===== src/hw/adcs_pkg.sv =====
// Package: register map, field positions and timing constants of the conversion sequencer
package adcs_pkg;

    // Register indices on the plain register port
    localparam logic [3:0] ADDR_STATUS_CONTROL = 4'h0;
    localparam logic [3:0] ADDR_CLOCK_SOURCE   = 4'h1;
    localparam logic [3:0] ADDR_CONTROL_ONE    = 4'h2;
    localparam logic [3:0] ADDR_CONTROL_TWO    = 4'h3;
    localparam logic [3:0] ADDR_DELAY          = 4'h4;
    localparam logic [3:0] ADDR_RESULT_HIGH    = 4'h5;
    localparam logic [3:0] ADDR_RESULT_LOW     = 4'h6;
    localparam logic [3:0] ADDR_LIMIT_HIGH_H   = 4'h7;
    localparam logic [3:0] ADDR_LIMIT_HIGH_L   = 4'h8;
    localparam logic [3:0] ADDR_LIMIT_LOW_H    = 4'h9;
    localparam logic [3:0] ADDR_LIMIT_LOW_L    = 4'ha;
    localparam logic [3:0] ADDR_IRQ_STATUS     = 4'hb;
    localparam logic [3:0] ADDR_IRQ_ENABLE     = 4'hc;

    // Status/control register fields
    localparam int BIT_START       = 7;
    localparam int BIT_BUSY        = 6;
    localparam int BIT_POWER       = 5;
    localparam int BIT_CHAN_MSB    = 3;
    // Clock/source register fields
    localparam int BIT_SRC_MSB     = 7;
    localparam int BIT_SRC_LSB     = 5;
    localparam int BIT_DIV_MSB     = 2;
    // Control one fields
    localparam int BIT_HIGH_EN     = 1;
    localparam int BIT_LOW_EN      = 0;
    // Control two fields
    localparam int BIT_TRIG_SRC    = 7;
    localparam int BIT_FORMAT      = 6;
    localparam int BIT_DELAY_EN    = 5;
    // Interrupt status / enable fields
    localparam int BIT_IRQ_CONV    = 0;
    localparam int BIT_IRQ_LIMIT   = 1;
    localparam int BIT_IRQ_GLOBAL  = 2;
    localparam int BIT_IRQ_MULTI   = 3;

    // Source select encodings
    localparam logic [2:0] SRC_AMPLIFIER = 3'h1;
    localparam logic [2:0] SRC_GROUND_LO = 3'h2;
    localparam logic [2:0] SRC_GROUND_HI = 3'h3;

    // Conversion timing in converter clock periods
    localparam int SAMPLE_PERIODS  = 4;
    localparam int CONVERT_PERIODS = 12;
    localparam int TOTAL_PERIODS   = SAMPLE_PERIODS + CONVERT_PERIODS;

    localparam int RESULT_WIDTH    = 12;
    localparam logic [11:0] FULL_SCALE = 12'hfff;

    typedef enum logic [1:0] {
        ADCS_IDLE,
        ADCS_DELAY,
        ADCS_RUN
    } adcs_state_t;

endpackage : adcs_pkg


===== src/hw/adcs_tick_if.sv =====
// Interface: converter clock tick from the divider to the sequencer
`timescale 1ns/1ps
`default_nettype none
interface adcs_tick_if;
    logic [2:0] div_sel;
    logic       run;
    logic       tick;
    modport gen  (input div_sel, input run, output tick);
    modport user (output div_sel, output run, input tick);
endinterface : adcs_tick_if
`default_nettype wire


===== src/hw/adcs_clk_div.sv =====
// Converter clock divider: one tick every 2**div_sel system clocks
`timescale 1ns/1ps
`default_nettype none
module adcs_clk_div
(
    // Clock and reset
    input  wire logic  i_clk,
    input  wire logic  i_rst,
    // Tick port
    adcs_tick_if.gen   tk
);
    logic [6:0] cnt_q;
    logic [6:0] lim;

    assign lim = 7'((8'h01 << tk.div_sel) - 8'h01);
    assign tk.tick = tk.run && (cnt_q >= lim);

    always_ff @(posedge i_clk or posedge i_rst)
    begin
        if (i_rst)
            cnt_q <= 7'h00;
        else if (!tk.run || tk.tick)
            cnt_q <= 7'h00;
        else
            cnt_q <= cnt_q + 7'h01;
    end
endmodule : adcs_clk_div
`default_nettype wire


===== src/hw/adcs_seq.sv =====
// Conversion sequencer top: registers, trigger, timing, limit compare and interrupts
`timescale 1ns/1ps
`default_nettype none
//////////////////////////////////////////////////////////////////////////////
// Function
// - Source 000 or 100..111 selects external channel from channel field.
// - Source 001 selects amplifier output and disconnects all external channels.
// - High/low limit enables choose which compare outcome raises limit interrupt.
// - Trigger source bit picks software start bit or PWM trigger.
// - Format bit sets alignment of result and boundary registers.
// - Start high resets converter; falling start begins conversion.
// - PWM launch uses delayed start enable and trigger delay register.
// - Busy high during conversion, low on completion, result then readable.
// - After amplifier conversion compare result with boundaries, flag on hit.
// - Interrupt reaches processor only with global, event and multifunction enables.
// - Compare result sets limit flag, pollable without interrupts.
// - Clearing power enable powers down converter circuitry.
// - Result is 12 bits, full scale all ones.
// - Conversion takes 16 converter clocks: 4 sampling, 12 converting.
// - Clock select divides system clock by two to field value.
module adcs_seq
    import adcs_pkg::*;
#(
    parameter int CHAN_COUNT = 16
)
(
    // Clock and reset
    input  wire logic                          i_clk,
    input  wire logic                          i_rst,
    // Register port
    input  wire logic [3:0]                    i_addr,
    input  wire logic [7:0]                    i_wdata,
    input  wire logic                          i_wr,
    input  wire logic                          i_rd,
    output logic      [7:0]                    o_rdata,
    // PWM trigger pin
    input  wire logic                          i_pwm_trig,
    // Analog core
    input  wire logic [adcs_pkg::RESULT_WIDTH-1:0] i_core_data,
    output logic                               o_core_power,
    output logic                               o_core_reset,
    output logic                               o_core_sample,
    output logic                               o_amp_select,
    output logic      [CHAN_COUNT-1:0]         o_chan_enable,
    // Interrupt
    output logic                               o_irq
);
    import adcs_pkg::*;

    //////////////////////////////////////////////////////////////////////////
    // Registers
    logic [7:0]  status_control_q;
    logic [7:0]  clock_source_q;
    logic [7:0]  control_one_q;
    logic [7:0]  control_two_q;
    logic [7:0]  delay_q;
    logic [11:0] result_q;
    logic [11:0] limit_high_q;
    logic [11:0] limit_low_q;
    logic [1:0]  irq_status_q;
    logic [3:0]  irq_enable_q;
    logic        busy_q;
    logic        amp_conv_q;
    adcs_state_t state_q;
    logic [4:0]  period_q;
    logic [7:0]  delay_cnt_q;
    logic        pwm_s1_q;
    logic        pwm_s2_q;
    logic        pwm_prev_q;
    logic [7:0]  rdata_q;

    logic        power;
    logic        start_bit;
    logic [2:0]  src_sel;
    logic        amp_sel;
    logic        ground_sel;
    logic        trig_pwm;
    logic        format_left;
    logic        pwm_rise;
    logic        sw_launch;
    logic        launch;
    logic        done;
    logic        limit_hit;
    logic        set_conv;
    logic        set_limit;

    adcs_tick_if tk ();

    //////////////////////////////////////////////////////////////////////////
    // Alignment helpers
    function automatic logic [7:0] align_high(input logic [11:0] v, input logic left);
        align_high = left ? v[11:4] : {4'h0, v[11:8]};
    endfunction : align_high

    function automatic logic [7:0] align_low(input logic [11:0] v, input logic left);
        align_low = left ? {v[3:0], 4'h0} : v[7:0];
    endfunction : align_low

    function automatic logic [11:0] merge_high(input logic [11:0] v, input logic [7:0] b,
                                               input logic left);
        merge_high = left ? {b, v[3:0]} : {b[3:0], v[7:0]};
    endfunction : merge_high

    function automatic logic [11:0] merge_low(input logic [11:0] v, input logic [7:0] b,
                                              input logic left);
        merge_low = left ? {v[11:4], b[7:4]} : {v[11:8], b};
    endfunction : merge_low

    //////////////////////////////////////////////////////////////////////////
    // Field decode
    assign power       = status_control_q[BIT_POWER];
    assign start_bit   = status_control_q[BIT_START];
    assign src_sel     = clock_source_q[BIT_SRC_MSB:BIT_SRC_LSB];
    assign amp_sel     = (src_sel == SRC_AMPLIFIER);
    assign ground_sel  = (src_sel == SRC_GROUND_LO) || (src_sel == SRC_GROUND_HI);
    assign trig_pwm    = control_two_q[BIT_TRIG_SRC];
    assign format_left = !control_two_q[BIT_FORMAT];

    //////////////////////////////////////////////////////////////////////////
    // Input routing
    always_comb
    begin
        o_chan_enable = '0;
        if (power && !amp_sel && !ground_sel)
            o_chan_enable[status_control_q[BIT_CHAN_MSB:0]] = 1'b1;
    end
    assign o_amp_select = power && amp_sel;
    assign o_core_power = power;
    assign o_core_reset = !power || (start_bit && !trig_pwm);
    assign o_core_sample = (state_q == ADCS_RUN) && (period_q < 5'(SAMPLE_PERIODS));

    //////////////////////////////////////////////////////////////////////////
    // Converter clock
    assign tk.div_sel = clock_source_q[BIT_DIV_MSB:0];
    assign tk.run     = (state_q == ADCS_RUN);

    adcs_clk_div u_div
    (
        .i_clk (i_clk),
        .i_rst (i_rst),
        .tk    (tk)
    );

    //////////////////////////////////////////////////////////////////////////
    // Trigger
    always_ff @(posedge i_clk or posedge i_rst)
    begin
        if (i_rst)
        begin
            pwm_s1_q   <= 1'b0;
            pwm_s2_q   <= 1'b0;
            pwm_prev_q <= 1'b0;
        end
        else
        begin
            pwm_s1_q   <= i_pwm_trig;
            pwm_s2_q   <= pwm_s1_q;
            pwm_prev_q <= pwm_s2_q;
        end
    end

    assign pwm_rise  = pwm_s2_q && !pwm_prev_q && trig_pwm && power;
    assign sw_launch = !trig_pwm && power && i_wr && (i_addr == ADDR_STATUS_CONTROL)
                       && start_bit && !i_wdata[BIT_START];
    assign launch    = sw_launch;
    assign done      = (state_q == ADCS_RUN) && tk.tick
                       && (period_q == 5'(TOTAL_PERIODS - 1));

    //////////////////////////////////////////////////////////////////////////
    // Sequencer
    always_ff @(posedge i_clk or posedge i_rst)
    begin
        if (i_rst)
        begin
            state_q     <= ADCS_IDLE;
            period_q    <= 5'h00;
            delay_cnt_q <= 8'h00;
            busy_q      <= 1'b0;
            amp_conv_q  <= 1'b0;
        end
        else if (!power || (start_bit && !trig_pwm && !sw_launch))
        begin
            state_q  <= ADCS_IDLE;
            period_q <= 5'h00;
            busy_q   <= 1'b0;
        end
        else
        begin
            case (state_q)
                ADCS_IDLE:
                begin
                    period_q <= 5'h00;
                    if (launch)
                    begin
                        state_q    <= ADCS_RUN;
                        busy_q     <= 1'b1;
                        amp_conv_q <= amp_sel;
                    end
                    else if (pwm_rise)
                    begin
                        amp_conv_q <= amp_sel;
                        busy_q     <= 1'b1;
                        if (control_two_q[BIT_DELAY_EN] && delay_q != 8'h00)
                        begin
                            state_q     <= ADCS_DELAY;
                            delay_cnt_q <= delay_q;
                        end
                        else
                            state_q <= ADCS_RUN;
                    end
                end
                ADCS_DELAY:
                begin
                    if (delay_cnt_q == 8'h01)
                        state_q <= ADCS_RUN;
                    delay_cnt_q <= delay_cnt_q - 8'h01;
                end
                ADCS_RUN:
                begin
                    if (tk.tick)
                        period_q <= period_q + 5'h01;
                    if (done)
                    begin
                        state_q <= ADCS_IDLE;
                        busy_q  <= 1'b0;
                    end
                end
                default:
                    state_q <= ADCS_IDLE;
            endcase
        end
    end

    //////////////////////////////////////////////////////////////////////////
    // Result and limit compare
    always_ff @(posedge i_clk or posedge i_rst)
    begin
        if (i_rst)
            result_q <= 12'h000;
        else if (done)
            result_q <= i_core_data;
    end

    assign limit_hit = done && amp_conv_q
                       && ((control_one_q[BIT_HIGH_EN] && i_core_data > limit_high_q)
                       ||  (control_one_q[BIT_LOW_EN]  && i_core_data < limit_low_q));
    assign set_conv  = done;
    assign set_limit = limit_hit;

    //////////////////////////////////////////////////////////////////////////
    // Register writes

    always_ff @(posedge i_clk or posedge i_rst)
    begin
        if (i_rst)
        begin
            status_control_q <= 8'h00;
            clock_source_q   <= 8'h00;
            control_one_q    <= 8'h00;
            control_two_q    <= 8'h00;
            delay_q          <= 8'h00;
            limit_high_q     <= FULL_SCALE;
            limit_low_q      <= 12'h000;
            irq_enable_q     <= 4'h0;
        end
        else if (i_wr)
        begin
            if (i_addr == ADDR_STATUS_CONTROL)
                status_control_q <= i_wdata & ~(8'h01 << BIT_BUSY);
            else if (i_addr == ADDR_CLOCK_SOURCE)
                clock_source_q <= i_wdata;
            else if (i_addr == ADDR_CONTROL_ONE)
                control_one_q <= i_wdata;
            else if (i_addr == ADDR_CONTROL_TWO)
                control_two_q <= i_wdata;
            else if (i_addr == ADDR_DELAY)
                delay_q <= i_wdata;
            else if (i_addr == ADDR_LIMIT_HIGH_H)
                limit_high_q <= merge_high(limit_high_q, i_wdata, format_left);
            else if (i_addr == ADDR_LIMIT_HIGH_L)
                limit_high_q <= merge_low(limit_high_q, i_wdata, format_left);
            else if (i_addr == ADDR_LIMIT_LOW_H)
                limit_low_q <= merge_high(limit_low_q, i_wdata, format_left);
            else if (i_addr == ADDR_LIMIT_LOW_L)
                limit_low_q <= merge_low(limit_low_q, i_wdata, format_left);
            else if (i_addr == ADDR_IRQ_ENABLE)
                irq_enable_q <= i_wdata[3:0];
        end
    end

    //////////////////////////////////////////////////////////////////////////
    // Sticky flags: set wins over write-one-to-clear
    always_ff @(posedge i_clk or posedge i_rst)
    begin
        if (i_rst)
            irq_status_q <= 2'h0;
        else
        begin
            if (set_conv)
                irq_status_q[BIT_IRQ_CONV] <= 1'b1;
            else if (i_wr && i_addr == ADDR_IRQ_STATUS && i_wdata[BIT_IRQ_CONV])
                irq_status_q[BIT_IRQ_CONV] <= 1'b0;
            if (set_limit)
                irq_status_q[BIT_IRQ_LIMIT] <= 1'b1;
            else if (i_wr && i_addr == ADDR_IRQ_STATUS && i_wdata[BIT_IRQ_LIMIT])
                irq_status_q[BIT_IRQ_LIMIT] <= 1'b0;
        end
    end

    assign o_irq = irq_enable_q[BIT_IRQ_GLOBAL] && irq_enable_q[BIT_IRQ_MULTI]
                   && |(irq_status_q & irq_enable_q[1:0]);

    //////////////////////////////////////////////////////////////////////////
    // Register reads
    always_ff @(posedge i_clk or posedge i_rst)
    begin
        if (i_rst)
            rdata_q <= 8'h00;
        else if (!i_rd)
            rdata_q <= 8'h00;
        else if (i_addr == ADDR_STATUS_CONTROL)
            rdata_q <= (status_control_q & ~(8'h01 << BIT_BUSY))
                       | (8'(busy_q) << BIT_BUSY);
        else if (i_addr == ADDR_CLOCK_SOURCE)
            rdata_q <= clock_source_q;
        else if (i_addr == ADDR_CONTROL_ONE)
            rdata_q <= control_one_q;
        else if (i_addr == ADDR_CONTROL_TWO)
            rdata_q <= control_two_q;
        else if (i_addr == ADDR_DELAY)
            rdata_q <= delay_q;
        else if (i_addr == ADDR_RESULT_HIGH)
            rdata_q <= align_high(result_q, format_left);
        else if (i_addr == ADDR_RESULT_LOW)
            rdata_q <= align_low(result_q, format_left);
        else if (i_addr == ADDR_LIMIT_HIGH_H)
            rdata_q <= align_high(limit_high_q, format_left);
        else if (i_addr == ADDR_LIMIT_HIGH_L)
            rdata_q <= align_low(limit_high_q, format_left);
        else if (i_addr == ADDR_LIMIT_LOW_H)
            rdata_q <= align_high(limit_low_q, format_left);
        else if (i_addr == ADDR_LIMIT_LOW_L)
            rdata_q <= align_low(limit_low_q, format_left);
        else if (i_addr == ADDR_IRQ_STATUS)
            rdata_q <= {6'h00, irq_status_q};
        else if (i_addr == ADDR_IRQ_ENABLE)
            rdata_q <= {4'h0, irq_enable_q};
        else
            rdata_q <= 8'h00;
    end

    assign o_rdata = rdata_q;

endmodule : adcs_seq
`default_nettype wire


===== config.mk =====
export PLATFORM = sky130hd
export DESIGN_NAME = adcs_seq
export DESIGN_NICKNAME = d
export VERILOG_FILES = /design/src/hw/adcs_pkg.sv /design/src/hw/adcs_tick_if.sv /design/src/hw/adcs_clk_div.sv /design/src/hw/adcs_seq.sv
export SDC_FILE = /design/constraint.sdc
export NUM_CORES = 1
export LEC_CHECK = 0
export BUFFER_PORTS_ARGS = -buffer_cell sky130_fd_sc_hd__buf_2
export CORE_MARGIN = 2
export CORE_UTILIZATION = 55
export CTS_CLUSTER_SIZE = 14
export DETAILED_ROUTE_END_ITERATION = 7
export PLACE_DENSITY = 0.77
export SLEW_MARGIN = 40
export SYNTH_ARGS = -nofsm -noshare
export SYNTH_HDL_FRONTEND = slang
export SYNTH_SLANG_ARGS = --single-unit

===== constraint.sdc =====
create_clock -name i_clk -period 3.65 [get_ports i_clk]
set_input_delay 0.5475 -clock i_clk [delete_from_list [all_inputs] [get_ports i_clk]]
set_output_delay 0.5475 -clock i_clk [all_outputs]
set_load 0.005 [all_outputs]

==> results of run 1 <==
[flip-flops by register name, summed over array words and instances, names as in the netlist]
name	flops
amp_conv_q	1
busy_q	1
clock_source_q	8
control_one_q	8
control_two_q	8
delay_cnt_q	8
delay_q	8
irq_enable_q	4
irq_status_q	2
limit_high_q	12
limit_low_q	12
o_rdata	8
period_q	5
pwm_prev_q	1
pwm_s1_q	1
pwm_s2_q	1
result_q	12
state_q	2
status_control_q	7
u_div.cnt_q	7
[final cells by class]
class                   count  area (sq um)  share of cell area
clock buffers              23         478.0             0.05799
clock inverters             9         126.4             0.01533
inverters                  38         145.1             0.01761
multi-input cells         565          3974              0.4822
flip-flops and latches    116          2918              0.3540
well taps                 172         215.2             0.02611
repair buffers             67         385.4             0.04676
[worst register-to-register path: stages, from the launching register on]
cell,delay [ns]
dfrtp_1,0.48
or3_1,0.40
ha_1,0.27
nand2b_1,0.09
a31oi_1,0.08
o21ai_1,0.21
a21o_1,0.23
and3_1,0.74
mux2_2,0.44
[cell families (layout without fill, tap and decap cells)]
logic type	Yosys count	in the layout	share of synthesized area
compound gates	201	201	0.1880
xor+xnor	5	5	0.006034
fa+ha+maj	35	35	0.06032
buf+inv	81	137	0.05067
flops	116	116	0.4019
mux	83	83	0.1284
simple gates	241	241	0.1646
[layout by cell type, fill, tap and decap left out, types with 11 or more instances in the layout]
cell type and count:
a211oi_1 13, nor2_1 78, inv_1 37, ha_1 35, mux2_2 52, nand3_1 17
nand2b_1 13, dfrtp_1 104, buf_2 57, o21ai_0 38, clkbuf_16 17, nor3_1 26
a21o_1 11, a21oi_1 50, dfstp_2 12, mux2i_1 23, nand2_1 58
[per-stage QoR]
| stage | cell area, sq um | worst slack, ns | total power, mW |
|---|---|---|---|
| 3_3_place_gp | 7637 | 0.7684 | 2.846 |
| 4_1_cts | 8242 | 0.6250 | 4.617 |
| 3_5_place_dp | 7637 | 0.6840 | 2.903 |
| 2_1_floorplan | 7259 | 0.04994 | 2.515 |
| 5_1_grt | 8242 | 0.4725 | 4.847 |
| 6_report | 8242 | 0.5945 | 4.636 |
[metal layers]
metal,track usage,share of wire,up-vias
met2,0.5169,0.47,359
li1,-,-,2870
met1,0.4086,0.39,3170
met3,0.08094,0.088,73
met5,0,0,-
met4,0.1570,0.047,0
[worst max-delay path by stage]
stage                            from      endpoint  slack [ns]  cells past startpoint
floorplan                       i_rst    amp_conv_q        0.05                      1
global placement    clock_source_q[2]   result_q[6]        0.77                      8
detailed placement  clock_source_q[2]  result_q[10]        0.68                      8
CTS                 clock_source_q[2]  result_q[10]        0.62                      8
global route        clock_source_q[2]  result_q[10]        0.47                      8
finish              clock_source_q[2]  result_q[10]        0.59                      8
[power breakdown]
part | switching (mW) | leakage (nW) | internal [mW]
sequential | 0.311 | 1.45 | 1.55
combinational | 0.617 | 2.00 | 0.450
clock | 0.587 | 0.297 | 1.12
==> out/metrics.yaml, run 1 <==
placement:
  port-buffer-count: 57
  gp_congestion: 1.013
  dpl.hpwl_microns: 15810
  dp_cells: 958
sta:
  hold_ws_ns: 0.1630
  maxSlewHeadroom: 0.4348
  finalMaxSlewViolations: 0
  finalSetupTns_ns: 0
  clock.fmax_ghz: 0.3273
  rsz0062_at_grt: "false"
  hold_viol: 0
  post-route-period-util: 0.8371
  skew_ns: 0.007725
  setup_viol: 0
  tightest_slew_ns: 0.8478
  min_period_ns: 3.055
clock_network:
  cts_tree: "yes"
  cts.clk_slew.worst_paths_ns: 0.05
  hold_buffers: 0
  cts_max_level: 4
  cts_inserted_buffers: 17
  cts_setup_buffers: 0
  ctsLongestPathBuffers: 2
  cts.sinks: 116
  clock_latency_ns: 0.42
  cts_resized: 0
  root_buffer: "clkbuf_16"
critical_path:
  r2r-start: "clock_source_q[2]"
  reg2reg_depth: 8
  cp_top_family: "simple AND/OR/NAND/NOR gates"
  cp_num_buf_inv: 0
  cp_slowest_cell: "and3_1"
  start_kind: "register"
  arrival_ns: 3.35
  path_max_fanout: 15
  crit_chain: "or3_1 -> ha_1 -> nand2b_1 -> a31oi_1 -> o21ai_1 -> a21o_1 -> and3_1 -> mux2_2"
  cpPeakStageDelay_ns: 0.74
  worstReg2RegEnd: "result_q[10]"
  required_ns: 3.95
  worst-setup-path-type: "register to register"
  cp-end-kind: "register"
  regToRegSetupSlack_ns: 0.59
synth:
  syn_avg_cell_area_sq_um: 9.527
  ys_warn_count: 0
  synth.area.top_cells: "dfrtp_1 (36%), mux2_2 (8.1%), ha_1 (6.0%)"
  async_reset_ff_frac: 1.000
  yosysTopAreaCellShare: 0.3585
  synth_nets: 826
  syn_area_sq_um: 7259
  syn-instance-count: 762
  yosys-top-cells-count: "dfrtp_1 (104), nor2_1 (78), nand2_1 (58), mux2_2 (52), a21oi_1 (50)"
  yosysSeqAreaShare: 0.4019
  synth_most_common_cell: "dfrtp_1"
  yosysUniqueCellTypes: 78
  yosys.area.top_type: "dfrtp_1"
  synth_enable_flop_cells: 0
  ys_ff_latch: 116
  synthFlopType: "dfrtp_1"
detailed_routing:
  dr.pass1.iters: 6
  num_vias: 6472
  drc: 0
  wl_per_cell_microns: 22.25
  drt_wl_total_microns: 22020
  drt_iter0_markers: 818
  ant_nets: 0
  viasPerCell: 6.537
floorplanning:
  ios: 58
  die-area_sq_um: 14130
  fp.dieH_microns: 118.9
  rows: 41
  die_w_microns: 118.9
  floorplan.initialDensity: 0.5683
  core_sq_um: 12770
finish:
  layout-drive-gt1-share: 0.2225
  fin_util: 0.6452
  n_fill_cell: 1002
  area_delta_synth_final_pct: 13.53
  diodes: 0
  fin_nets: 869
  instances_no_fill: 990
grt:
  grtUsageTotal: 0.3229
  grt_pass1_vias: 6445
  grt-ovfl-total: 0
  antenna_found_initial: 0
  grt_max_degree: 78
  grt_pass1_wl_microns: 35060
run:
  drv_cap: 0
power:
  power.density_nw_per_um2: 562.5
  p_leak_nw: 3.744
  ir_drop_mv: 0.3152
hold_path:
  hold_path.class: "input pin to async pin"
outcome:
  status: "finished, final reports clean"
No activity file was read; power rests on OpenSTA's default activity.
==> inputs of run 2 (changes only) <==
Clock period 3.65 ns to 2.61 ns, I/O delays scaled along.
==> run 2 against run 1 <==
Count of clock-buffer cells in the layout grew 1. Wire length grew 4.1%. Global-route usage grew 1.2 points. Die area is the same. Non-clock buffer count grew 30. Critical endpoint unchanged. Highest routed layer unchanged.
==> out/metrics.yaml, run 2 (same netlist as run 1, synthesis figures left out) <==
detailed_routing:
  ant_nets: 0
  dr.pass1.iters: 6
  drt_iter0_markers: 777
  drc: 0
  num_vias: 6632
  viasPerCell: 6.502
  drt_wl_total_microns: 22920
  wl_per_cell_microns: 22.47
critical_path:
  required_ns: 2.92
  path_max_fanout: 15
  cp-end-kind: "register"
  start_kind: "register"
  cpPeakStageDelay_ns: 0.37
  cp_top_family: "simple AND/OR/NAND/NOR gates"
  cp_num_buf_inv: 1
  cp_slowest_cell: "dfrtp_1"
  arrival_ns: 2.80
  crit_chain: "or3_1 -> ha_1 -> nand2b_1 -> a31oi_1 -> o21ai_1 -> a21o_1 -> and3_1 -> buf_8 -> mux2_2"
  worst-setup-path-type: "register to register"
sta:
  tightest_slew_ns: 0.7367
  setup_viol: 0
  setup_ws_ns: 0.1177
  finalMaxSlewViolations: 0
  maxSlewHeadroom: 0.5051
  post-route-period-util: 0.9549
  hold_viol: 0
  skew_ns: 0.008191
  rsz0062_at_grt: "true"
  min_period_ns: 2.492
  clock.fmax_ghz: 0.4012
power:
  ir_drop_mv: 0.6165
  internal_power_mw: 4.343
  p_sw_mw: 2.126
  p_comb_frac: 0.249
  p_sw_frac: 0.3287
  power.density_nw_per_um2: 762.0
  p_leak_nw: 3.881
  sequentialPowerShare: 0.390
  p_clk_frac: 0.361
floorplanning:
  fp.dieH_microns: 118.9
  floorplan.initialDensity: 0.5683
  ios: 58
  die-area_sq_um: 14130
  die_w_microns: 118.9
  core_sq_um: 12770
  rows: 41
grt:
  grt_pass1_vias: 6393
  grtUsageTotal: 0.3353
  antenna_found_initial: 0
  grt_pass1_wl_microns: 35980
  grt-ovfl-total: 0
  grt_max_degree: 44
placement:
  place_area_sq_um: 7889
  gp_congestion: 0.9809
  dp_cells: 988
  dpl.hpwl_microns: 17240
  port-buffer-count: 57
  dp_slack_ns: 0.1052
finish:
  final_common_cell: "dfrtp_1"
  fin_util: 0.6646
  layout-drive-gt1-share: 0.2500
  stdcell_area_sq_um: 8489
  final_cell_mix: "dfrtp_1 (104), nor2_1 (78), nand2_1 (58), buf_2 (57), mux2_2 (52)"
  diodes: 0
  area_delta_synth_final_pct: 16.94
  fin_nets: 899
  n_fill_cell: 1003
  multiInputGateArea_sq_um: 3974
  largestRegisters: "limit_high_q (12), limit_low_q (12), result_q (12)"
  instances_no_fill: 1020
  ff_latch_area_sq_um: 2918
clock_network:
  cts.sinks: 116
  cts_resized: 0
  cts_setup_buffers: 0
  cts.clk_slew.worst_paths_ns: 0.05
  root_buffer: "clkbuf_16"
  cts_tree: "yes"
  clock_latency_ns: 0.43
  hold_buffers: 0
  ctsLongestPathBuffers: 2
  cts_inserted_buffers: 17
  cts_max_level: 4
outcome:
  status: "finished, final reports clean"
hold_path:
  hold_path.class: "input pin to async pin"
run:
  drv_cap: 0
run 2: changes by cell type in the layout (fill, tap and decap cells not counted), sizes merged:
cell,previous run,this run
clkbuf,23,24
clkinv,5,3
clkinvlp,1,4
inv,38,37
bufinv,3,2
buf,67,97
run 2: stage by stage:
step                      power, mW  hold slack (ns)  TNS [ns]
after floorplan               3.518           0.3312         0
after global placement        4.052           0.3325         0
after detailed placement      4.112           0.3373         0
after CTS                     6.441          0.06443         0
after global routing          6.763          0.06085   -0.1420
final                         6.469          0.05180         0
run 2: path summary, 6_finish.rpt:
| path | to | cells after the start | slack (ns) | from |
|---|---|---|---|---|
| worst max-delay path | result_q[10] | 9 | 0.12 | clock_source_q[2] |
| worst max register to register | result_q[10] | 9 | 0.12 | clock_source_q[2] |
| worst min register to register | pwm_s2_q | 0 | 0.35 | pwm_s1_q |
| worst min-delay path | irq_enable_q[3] | 2 | 0.05 | i_rst |
| max in group asynchronous | limit_high_q[1] | 3 | 1.90 | i_rst |
| min in group i_clk | pwm_s1_q | 1 | 0.07 | i_pwm_trig |
run 2: layout make-up:
class                           count  share of cell area
Clock buffer                       24             0.05792
Inverter                           38             0.01724
Sequential cell                   116              0.3437
Tap cell                          172             0.02535
Multi-Input combinational cell    565              0.4681
Clock inverter                      8             0.01194
Timing Repair Buffer               97             0.07576
run 2: per-layer routing:
| layer | track usage | share of wire | vias up |
|---|---|---|---|
| met2 | 0.5571 | 0.49 | 347 |
| met5 | 0 | 0 | - |
| met3 | 0.06226 | 0.068 | 89 |
| met1 | 0.4285 | 0.40 | 3274 |
| met4 | 0.1451 | 0.038 | 0 |
| li1 | - | - | 2922 |
run 2: power groups by stage:
stage               clock network, mW  registers (mW)  logic, mW
finish                           2.33            2.53       1.61
CTS                              2.34            2.51       1.59
global placement                    0            2.52       1.53
detailed placement                  0            2.53       1.58
global route                     2.43            2.57       1.77
floorplan                           0            2.37       1.14
